--- src/tccb_pkg.sv ---
// Shared constants and state types for the capture/compare value and burst access block.
package tccb_pkg;

  // ****************************************************************
  // Widths
  // ****************************************************************
  localparam int ADDR_W  = 8;
  localparam int DATA_W  = 32;
  localparam int VAL_W   = 16;
  localparam int CH_N    = 3;
  localparam int IDX_W   = 6;
  localparam int FIELD_W = 5;
  localparam int DIR_W   = 2;
  localparam int IRQ_W   = 4;

  // ****************************************************************
  // Register byte offsets
  // ****************************************************************
  localparam logic [ADDR_W-1:0] OFF_CH2_VALUE   = 8'h38;
  localparam logic [ADDR_W-1:0] OFF_CH3_VALUE   = 8'h3c;
  localparam logic [ADDR_W-1:0] OFF_CH4_VALUE   = 8'h40;
  localparam logic [ADDR_W-1:0] OFF_BURST_CTRL  = 8'h48;
  localparam logic [ADDR_W-1:0] OFF_BURST_PORT  = 8'h4c;
  localparam logic [ADDR_W-1:0] OFF_CHAN_CFG    = 8'h50;
  localparam logic [ADDR_W-1:0] OFF_IRQ_STATUS  = 8'h54;
  localparam logic [ADDR_W-1:0] OFF_IRQ_MASK    = 8'h58;
  localparam logic [1:0]        WORD_LANE_BITS  = 2'h0;

  // ****************************************************************
  // Field positions
  // ****************************************************************
  localparam int VALUE_LSB  = 0;
  localparam int BASE_LSB   = 0;
  localparam int LEN_LSB    = 8;
  localparam int DIR_LSB    = 0;
  localparam int PE_LSB     = 8;
  localparam int CE_LSB     = 12;
  localparam int UDE_BIT    = 16;
  localparam int IRQ_CAP_LSB = 0;
  localparam int IRQ_DONE_BIT = 3;

  // ****************************************************************
  // Codes and reset values
  // ****************************************************************
  localparam logic [DIR_W-1:0]   DIR_OUTPUT    = 2'h0;
  localparam logic [VAL_W-1:0]   VALUE_RST     = 16'h0000;
  localparam logic [FIELD_W-1:0] FIELD_RST     = 5'h00;
  localparam logic [DATA_W-1:0]  RDATA_ZERO    = 32'h0000_0000;
  localparam logic [IRQ_W-1:0]   IRQ_RST       = 4'h0;

  // ****************************************************************
  // State types
  // ****************************************************************
  typedef struct packed {
    logic [VAL_W-1:0] value;
    logic [VAL_W-1:0] active;
    logic             compare_out;
    logic             captured;
  } tccb_chan_s;

  typedef struct packed {
    logic [FIELD_W-1:0]      burst_base_index;
    logic [FIELD_W-1:0]      burst_length;
    logic [FIELD_W-1:0]      dma_index;
    logic                    dma_req;
    logic [CH_N*DIR_W-1:0]   direction_select;
    logic [CH_N-1:0]         preload_enable;
    logic [CH_N-1:0]         capture_enable;
    logic                    update_dma_enable;
    logic [IRQ_W-1:0]        irq_status;
    logic [IRQ_W-1:0]        irq_mask;
    logic                    irq;
    logic [DATA_W-1:0]       rdata;
  } tccb_state_s;

endpackage

--- src/tccb_channel.sv ---
// One capture/compare channel: value register, active compare register and compare output.
`timescale 1ns/100ps
module tccb_channel
  import tccb_pkg::*;
(
  // Clock and reset
  input  wire logic             i_sys_clk,
  input  wire logic             i_rst,
  // Register write
  input  wire logic             i_write,
  input  wire logic [VAL_W-1:0] i_wdata,
  // Channel configuration
  input  wire logic             i_output_mode,
  input  wire logic             i_preload_enable,
  input  wire logic             i_capture_enable,
  // Timer events
  input  wire logic             i_update_event,
  input  wire logic             i_capture_event,
  input  wire logic [VAL_W-1:0] i_counter,
  // Results
  output logic [VAL_W-1:0]      o_value,
  output logic                  o_compare_out,
  output logic                  o_captured
);

  tccb_chan_s st;
  tccb_chan_s next_st;

  always_comb begin
    next_st          = st;
    next_st.captured = 1'b0;
    if (i_output_mode) begin
      if (i_write) begin
        next_st.value = i_wdata;
        if (!i_preload_enable) begin
          next_st.active = i_wdata;
        end
      end
      // The preload copy uses the value held before a same-cycle write.
      if (i_preload_enable && i_update_event) begin
        next_st.active = st.value;
      end
    end else if (i_capture_event && i_capture_enable) begin
      next_st.value    = i_counter;
      next_st.captured = 1'b1;
    end
    // Writes in input mode fall through untouched.
    next_st.compare_out = i_output_mode && (i_counter < next_st.active);
  end

  always_ff @(posedge i_sys_clk or posedge i_rst) begin
    if (i_rst) begin
      st <= '{value: VALUE_RST, active: VALUE_RST, compare_out: 1'b0, captured: 1'b0};
    end else begin
      st <= next_st;
    end
  end

  assign o_value       = st.value;
  assign o_compare_out = st.compare_out;
  assign o_captured    = st.captured;

endmodule

--- src/tccb_top.sv ---
// Capture/compare values for channels 2 to 4 and the burst data access port of the timer.
`timescale 1ns/100ps
module tccb_top
  import tccb_pkg::*;
(
  // Clock and reset
  input  wire logic              i_sys_clk,
  input  wire logic              i_rst,
  // Register port
  input  wire logic [ADDR_W-1:0] i_addr,
  input  wire logic [DATA_W-1:0] i_wdata,
  input  wire logic              i_wr,
  input  wire logic              i_rd,
  output logic [DATA_W-1:0]      o_rdata,
  // Timer core
  input  wire logic [VAL_W-1:0]  i_timer_counter,
  input  wire logic              i_update_event,
  // Capture events from the input stage
  input  wire logic              i_ch2_capture_event,
  input  wire logic              i_ch3_capture_event,
  input  wire logic              i_ch4_capture_event,
  // Compare outputs
  output logic                   o_ch2_compare_out,
  output logic                   o_ch3_compare_out,
  output logic                   o_ch4_compare_out,
  // DMA request and interrupt
  output logic                   o_dma_req,
  output logic                   o_irq
);

  // ****************************************************************
  // State
  // ****************************************************************
  tccb_state_s st;
  tccb_state_s next_st;

  logic [CH_N-1:0]        ch_write;
  logic [CH_N-1:0]        ch_output_mode;
  logic [CH_N-1:0]        ch_capture_event;
  logic [CH_N-1:0]        ch_compare_out;
  logic [CH_N-1:0]        ch_captured;
  logic [CH_N*VAL_W-1:0]  ch_value;
  logic                   burst_access;
  logic [IDX_W-1:0]       eff_idx;
  logic [ADDR_W-1:0]      eff_addr;
  logic [IRQ_W-1:0]       irq_event;
  logic [IRQ_W-1:0]       irq_clear;
  logic                   burst_done;

  assign ch_capture_event = {i_ch4_capture_event, i_ch3_capture_event, i_ch2_capture_event};

  // ****************************************************************
  // Channels
  // ****************************************************************
  genvar g;
  generate
    for (g = 0; g < CH_N; g++) begin : g_ch
      assign ch_output_mode[g] = (st.direction_select[g*DIR_W +: DIR_W] == DIR_OUTPUT);
      tccb_channel u_ch (
        .i_sys_clk        (i_sys_clk),
        .i_rst            (i_rst),
        .i_write          (ch_write[g]),
        .i_wdata          (i_wdata[VALUE_LSB +: VAL_W]),
        .i_output_mode    (ch_output_mode[g]),
        .i_preload_enable (st.preload_enable[g]),
        .i_capture_enable (st.capture_enable[g]),
        .i_update_event   (i_update_event),
        .i_capture_event  (ch_capture_event[g]),
        .i_counter        (i_timer_counter),
        .o_value          (ch_value[g*VAL_W +: VAL_W]),
        .o_compare_out    (ch_compare_out[g]),
        .o_captured       (ch_captured[g])
      );
    end
  endgenerate

  // ****************************************************************
  // Address redirection
  // ****************************************************************
  // Only registers of this block are reachable through the burst port; other
  // redirected targets read as zero and drop writes, since their data could not
  // arrive within the one-cycle read latency.
  always_comb begin
    // The byte lane bits are ignored here as for every other register.
    burst_access = (i_rd || i_wr) && (i_addr[ADDR_W-1:2] == OFF_BURST_PORT[ADDR_W-1:2]);
    if (i_addr[ADDR_W-1:2] == OFF_BURST_PORT[ADDR_W-1:2]) begin
      eff_idx = IDX_W'({1'b0, st.burst_base_index} + {1'b0, st.dma_index});
    end else begin
      eff_idx = i_addr[ADDR_W-1:2];
    end
    eff_addr = {eff_idx, WORD_LANE_BITS};
  end

  // ****************************************************************
  // Next state
  // ****************************************************************
  always_comb begin
    next_st    = st;
    ch_write   = '0;
    irq_clear  = '0;
    burst_done = 1'b0;

    // Writes, routed through the redirected address.
    if (i_wr) begin
      case (eff_addr)
        OFF_CH2_VALUE: begin
          ch_write[0] = 1'b1;
        end
        OFF_CH3_VALUE: begin
          ch_write[1] = 1'b1;
        end
        OFF_CH4_VALUE: begin
          ch_write[2] = 1'b1;
        end
        OFF_BURST_CTRL: begin
          next_st.burst_length     = i_wdata[LEN_LSB +: FIELD_W];
          next_st.burst_base_index = i_wdata[BASE_LSB +: FIELD_W];
        end
        OFF_CHAN_CFG: begin
          for (int c = 0; c < CH_N; c++) begin
            // Direction may change only while capture is switched off.
            if (!st.capture_enable[c]) begin
              next_st.direction_select[c*DIR_W +: DIR_W] =
                i_wdata[DIR_LSB + c*DIR_W +: DIR_W];
            end
          end
          next_st.preload_enable    = i_wdata[PE_LSB +: CH_N];
          next_st.capture_enable    = i_wdata[CE_LSB +: CH_N];
          next_st.update_dma_enable = i_wdata[UDE_BIT];
        end
        OFF_IRQ_STATUS: begin
          irq_clear = i_wdata[IRQ_W-1:0];
        end
        OFF_IRQ_MASK: begin
          next_st.irq_mask = i_wdata[IRQ_W-1:0];
        end
        default: begin
        end
      endcase
    end

    // Reads; data stands in the following cycle only.
    next_st.rdata = RDATA_ZERO;
    if (i_rd) begin
      case (eff_addr)
        OFF_CH2_VALUE: begin
          next_st.rdata[VALUE_LSB +: VAL_W] = ch_value[0*VAL_W +: VAL_W];
        end
        OFF_CH3_VALUE: begin
          next_st.rdata[VALUE_LSB +: VAL_W] = ch_value[1*VAL_W +: VAL_W];
        end
        OFF_CH4_VALUE: begin
          next_st.rdata[VALUE_LSB +: VAL_W] = ch_value[2*VAL_W +: VAL_W];
        end
        OFF_BURST_CTRL: begin
          next_st.rdata[LEN_LSB +: FIELD_W]  = st.burst_length;
          next_st.rdata[BASE_LSB +: FIELD_W] = st.burst_base_index;
        end
        OFF_CHAN_CFG: begin
          next_st.rdata[DIR_LSB +: CH_N*DIR_W] = st.direction_select;
          next_st.rdata[PE_LSB +: CH_N]        = st.preload_enable;
          next_st.rdata[CE_LSB +: CH_N]        = st.capture_enable;
          next_st.rdata[UDE_BIT]               = st.update_dma_enable;
        end
        OFF_IRQ_STATUS: begin
          next_st.rdata[IRQ_W-1:0] = st.irq_status;
        end
        OFF_IRQ_MASK: begin
          next_st.rdata[IRQ_W-1:0] = st.irq_mask;
        end
        default: begin
        end
      endcase
    end

    // Burst index walks from zero up to the length code.
    if (burst_access) begin
      if (st.dma_index >= st.burst_length) begin
        next_st.dma_index = FIELD_RST;
        next_st.dma_req   = 1'b0;
        burst_done        = 1'b1;
      end else begin
        next_st.dma_index = FIELD_W'(st.dma_index + 1'b1);
      end
    end

    // A new update request wins over the end of the previous burst.
    if (i_update_event && st.update_dma_enable) begin
      next_st.dma_index = FIELD_RST;
      next_st.dma_req   = 1'b1;
    end

    // Sticky status: a new event wins over a same-cycle clear.
    irq_event                     = '0;
    irq_event[IRQ_CAP_LSB +: CH_N] = ch_captured;
    irq_event[IRQ_DONE_BIT]       = burst_done;
    next_st.irq_status = (st.irq_status & ~irq_clear) | irq_event;
    next_st.irq        = |(next_st.irq_status & next_st.irq_mask);
  end

  // ****************************************************************
  // Registers
  // ****************************************************************
  always_ff @(posedge i_sys_clk or posedge i_rst) begin
    if (i_rst) begin
      st <= '{
        burst_base_index:  FIELD_RST,
        burst_length:      FIELD_RST,
        dma_index:         FIELD_RST,
        dma_req:           1'b0,
        direction_select:  '0,
        preload_enable:    '0,
        capture_enable:    '0,
        update_dma_enable: 1'b0,
        irq_status:        IRQ_RST,
        irq_mask:          IRQ_RST,
        irq:               1'b0,
        rdata:             RDATA_ZERO
      };
    end else begin
      st <= next_st;
    end
  end

  // ****************************************************************
  // Outputs
  // ****************************************************************
  assign o_rdata           = st.rdata;
  assign o_dma_req         = st.dma_req;
  assign o_irq             = st.irq;
  assign o_ch2_compare_out = ch_compare_out[0];
  assign o_ch3_compare_out = ch_compare_out[1];
  assign o_ch4_compare_out = ch_compare_out[2];

endmodule

--- config.mk ---
export PLATFORM = sky130hd
export DESIGN_NAME = tccb_top
export DESIGN_NICKNAME = d
export VERILOG_FILES = /design/src/tccb_pkg.sv /design/src/tccb_channel.sv /design/src/tccb_top.sv
export SDC_FILE = /design/constraint.sdc
export NUM_CORES = 1
export LEC_CHECK = 0
export BUFFER_PORTS_ARGS = -buffer_cell sky130_fd_sc_hd__clkbuf_2
export CAP_MARGIN = 20
export CORE_MARGIN = 4
export CORE_UTILIZATION = 50
export DETAILED_ROUTE_END_ITERATION = 16
export PLACE_DENSITY = 0.7
export REMOVE_ABC_BUFFERS = 1
export SYNTH_ARGS = -nofsm -noshare
export SYNTH_HDL_FRONTEND = slang
export SYNTH_SLANG_ARGS = --single-unit
--- constraint.sdc ---
create_clock -name i_sys_clk -period 5.6 [get_ports i_sys_clk]
set_input_delay 0 -clock i_sys_clk [delete_from_list [all_inputs] [get_ports i_sys_clk]]
set_output_delay 0 -clock i_sys_clk [all_outputs]
set_load 0.01 [all_outputs]
==> impl_metrics.env <==
export IMPL_met3_usage=0.0657
export IMPL_clk_root_buffer_cell="clkbuf_16"
export IMPL_synth_cell_types=68
export IMPL_drv_slew=0
export IMPL_die_x_um=145
export IMPL_cp_start_kind="flop"
export IMPL_end_kind="flop"
export IMPL_tightest_slew_ps=1160
export IMPL_peakVddDrop_mv=0.255
export IMPL_ff_latch_area_um2=3930
export IMPL_port_buffers=68
export IMPL_ys_flop_type="dfrtp_1"
export IMPL_clkSinkCount=157
export IMPL_min_path_type="in2reg"
export IMPL_finalWeightedCongestion=0.861
export IMPL_pwr_density_cell_nw_per_um2=394
export IMPL_hold_viol=0
export IMPL_grt_pass1_vias=7636
export IMPL_max_freq_ghz=0.203
export IMPL_dpl_cell_area_um2=9710
export IMPL_firstDrtPassIters=8
export IMPL_final_nets=1084
export IMPL_netlist_area_um2=9340
export IMPL_start_util=0.515
export IMPL_slowest_delay_ps=640
export IMPL_synth_top_area_frac=0.421
export IMPL_die_area_um2=20900
export IMPL_yosys_area_top_type="dfrtp_1"
export IMPL_io_pins=101
export IMPL_rsz0062_at_grt="no"
export IMPL_htreeDepth=4
export IMPL_critical_path_top_delay_family="compound AO/OA/AOI/OAI gates"
export IMPL_drc=0
export IMPL_worstPathRequired_ps=5940
export IMPL_clk_latency_ps=430
export IMPL_drv_cap=0
export IMPL_synth_edf_count=0
export IMPL_cts_setup_buffers=0
export IMPL_use_met2=0.417
export IMPL_grt_max_degree=83
export IMPL_use_met1=0.384
export IMPL_ant_nets=0
export IMPL_overflow=0
export IMPL_n_antenna_cell=0
export IMPL_cts_path_max_buffers=2
export IMPL_drive_above_1_share=0.192
export IMPL_crit_chain="ha_1, fa_1, and3_1, nor3_1, o21ai_1, a2111o_1, nor3_4, o21ai_2, buf_4, a2bb2oi_1, ha_1, and3_1, nand4_1, nor3_1, a2111oi_0, o21ai_0, a211oi_1"
export IMPL_worstPathMaxFanout=21
export IMPL_dp_slack_ps=790
export IMPL_yosysWarnings=0
export IMPL_cts_made_buffers=17
export IMPL_critPathKind="reg2reg"
export IMPL_crit_slowest_cell="a2111o_1"
export IMPL_drt_wirelength_per_cell_um=23.3
export IMPL_drt_iter0_drc=891
export IMPL_stdcell_area_um2=10700
export IMPL_maxSlewHeadroom=0.214
export IMPL_wirelength_um=28100
export IMPL_avgSynthCellArea_um2=10.4
export IMPL_final_common_cell="dfrtp_1"
export IMPL_die_y_um=145
export IMPL_gr_usage_all_layers=0.275
export IMPL_rows=49
export IMPL_num_vias=7922
export IMPL_setup_ws_ps=679
export IMPL_vias_per_cell=6.57
export IMPL_core_area_um2=18100
export IMPL_cts_tree="built"
export IMPL_status="complete, no violations"
export IMPL_grt_pass1_wl_um=43500
export IMPL_p_leak_nw=4.96
export IMPL_dp_hpwl_um=18900
export IMPL_fin_crit_ps=4920
export IMPL_cp_arrival_ps=5260
export IMPL_cts_repair_resized=0
export IMPL_critPathBufInv=1
export IMPL_ys_async_sr_fraction=1.00
export IMPL_area_growth_pct=14.7
export IMPL_cts_hold_buf=38
export IMPL_layout_common_cells="dfrtp_1 (157), clkbuf_2 (68), a22oi_1 (65)"
export IMPL_clkTransAtPathRegs_ps=60
export IMPL_syn_inst=894
export IMPL_reg2reg_slack_ps=680
export IMPL_num_fill_cells=1509
export IMPL_multi_input_area_um2=4910
export IMPL_ys_seq_area_frac=0.421
export IMPL_finalSetupViolCount=0
export IMPL_antenna_found_initial=0
export IMPL_fin_crit_sh=0.879
export IMPL_synth_area_top_cells="dfrtp_1 (42%), ha_1 (7.5%), a22o_1 (5.7%), a22oi_1 (5.2%), a21o_1 (3.7%)"
export IMPL_grt_busiest_layer="met2"
export IMPL_skew_ps=9.37
export IMPL_synth_seq_cells=157
## metal layers
layer,wire length (um),vias up
li1,-,3574
met1,12200,3900
met4,804,0
met5,0,-
met2,12700,397
met3,2450,51
## registers in the layout (all words and copies together) (netlist names)
signal                   flops
g_ch.u_ch.o_captured         3
g_ch.u_ch.o_compare_out      3
g_ch.u_ch.o_value           48
g_ch.u_ch.st                48
o_dma_req                    1
o_irq                        1
o_rdata                     17
st                          36
## cells in the mapped netlist, types with 9 or more instances
master,count
a22o_1,61
a222oi_1,12
o2bb2ai_1,15
a21o_1,46
clkbuf_1,50
nor2_1,20
ha_1,56
o221ai_1,20
a22oi_1,65
a2bb2oi_1,15
or2_2,9
buf_4,33
mux2_2,22
a21oi_1,27
o21ai_0,22
nor3_1,9
dfrtp_1,157
o221a_2,15
nand2_1,64
nand3_1,11
inv_1,15
and3_1,14
nand2b_1,26
## layout make-up
class                      instances  area share
multi-input combinational        642       0.459
sequential                       157       0.367
timing repair buffer             130      0.0841
clock buffer                      20      0.0427
tap                              229      0.0268
clock inverter                    12      0.0151
inverter                          15     0.00573
## path summary, 6_finish.rpt
check	cells past startpoint	startpoint	end
setup / recovery	17	st[55]	g_ch[0].u_ch.o_compare_out
hold / removal	3	i_timer_counter[6]	g_ch[1].u_ch.o_value[6]
setup reg to reg	17	st[55]	g_ch[0].u_ch.o_compare_out
hold reg to reg	2	o_dma_req	o_dma_req
max in group asynchronous	4	i_rst	g_ch[2].u_ch.st[14]
min in group asynchronous	3	i_rst	g_ch[2].u_ch.o_value[9]
## logic make-up (layout without fill, tap and decap cells)
family	after synthesis	after routing	synth area share
AO/OA/AOI/OAI	356	356	0.304
XOR/XNOR	2	2	0.00188
adder cells (fa/ha/maj)	57	57	0.0772
buffers and inverters	109	177	0.0604
flip-flops	157	157	0.421
multiplexers	22	22	0.0265
other	1	15	0.000402
AND/OR/NAND/NOR	190	190	0.109
## power by group
group          internal [mW]  switching (mW)
Clock                  0.729           0.487
Sequential              1.50           0.282
Combinational          0.619           0.609
## worst register-to-register path: cells and delay by family, from the launching register on
kind / cells / cell delay (ps)
buffers and inverters: 1 / 300
AND/OR/NAND/NOR: 6 / 1190
adder cells (fa/ha/maj): 3 / 930
AO/OA/AOI/OAI: 7 / 1940
flip-flops: 1 / 470
## through the flow
stage               utilization  power, mW  setup TNS [ps]  instances  hold WS [ps]
finish                    0.590       4.22               0       1205          4.74
floorplan                     -       2.58            -229        814           128
detailed placement        0.535       2.97               0       1135           184
global placement          0.535       2.93               0       1135           194
CTS                       0.590       4.21               0       1205         0.702
global route              0.590       4.47               0       1205          23.9
No activity file was read; power rests on OpenSTA's default activity.
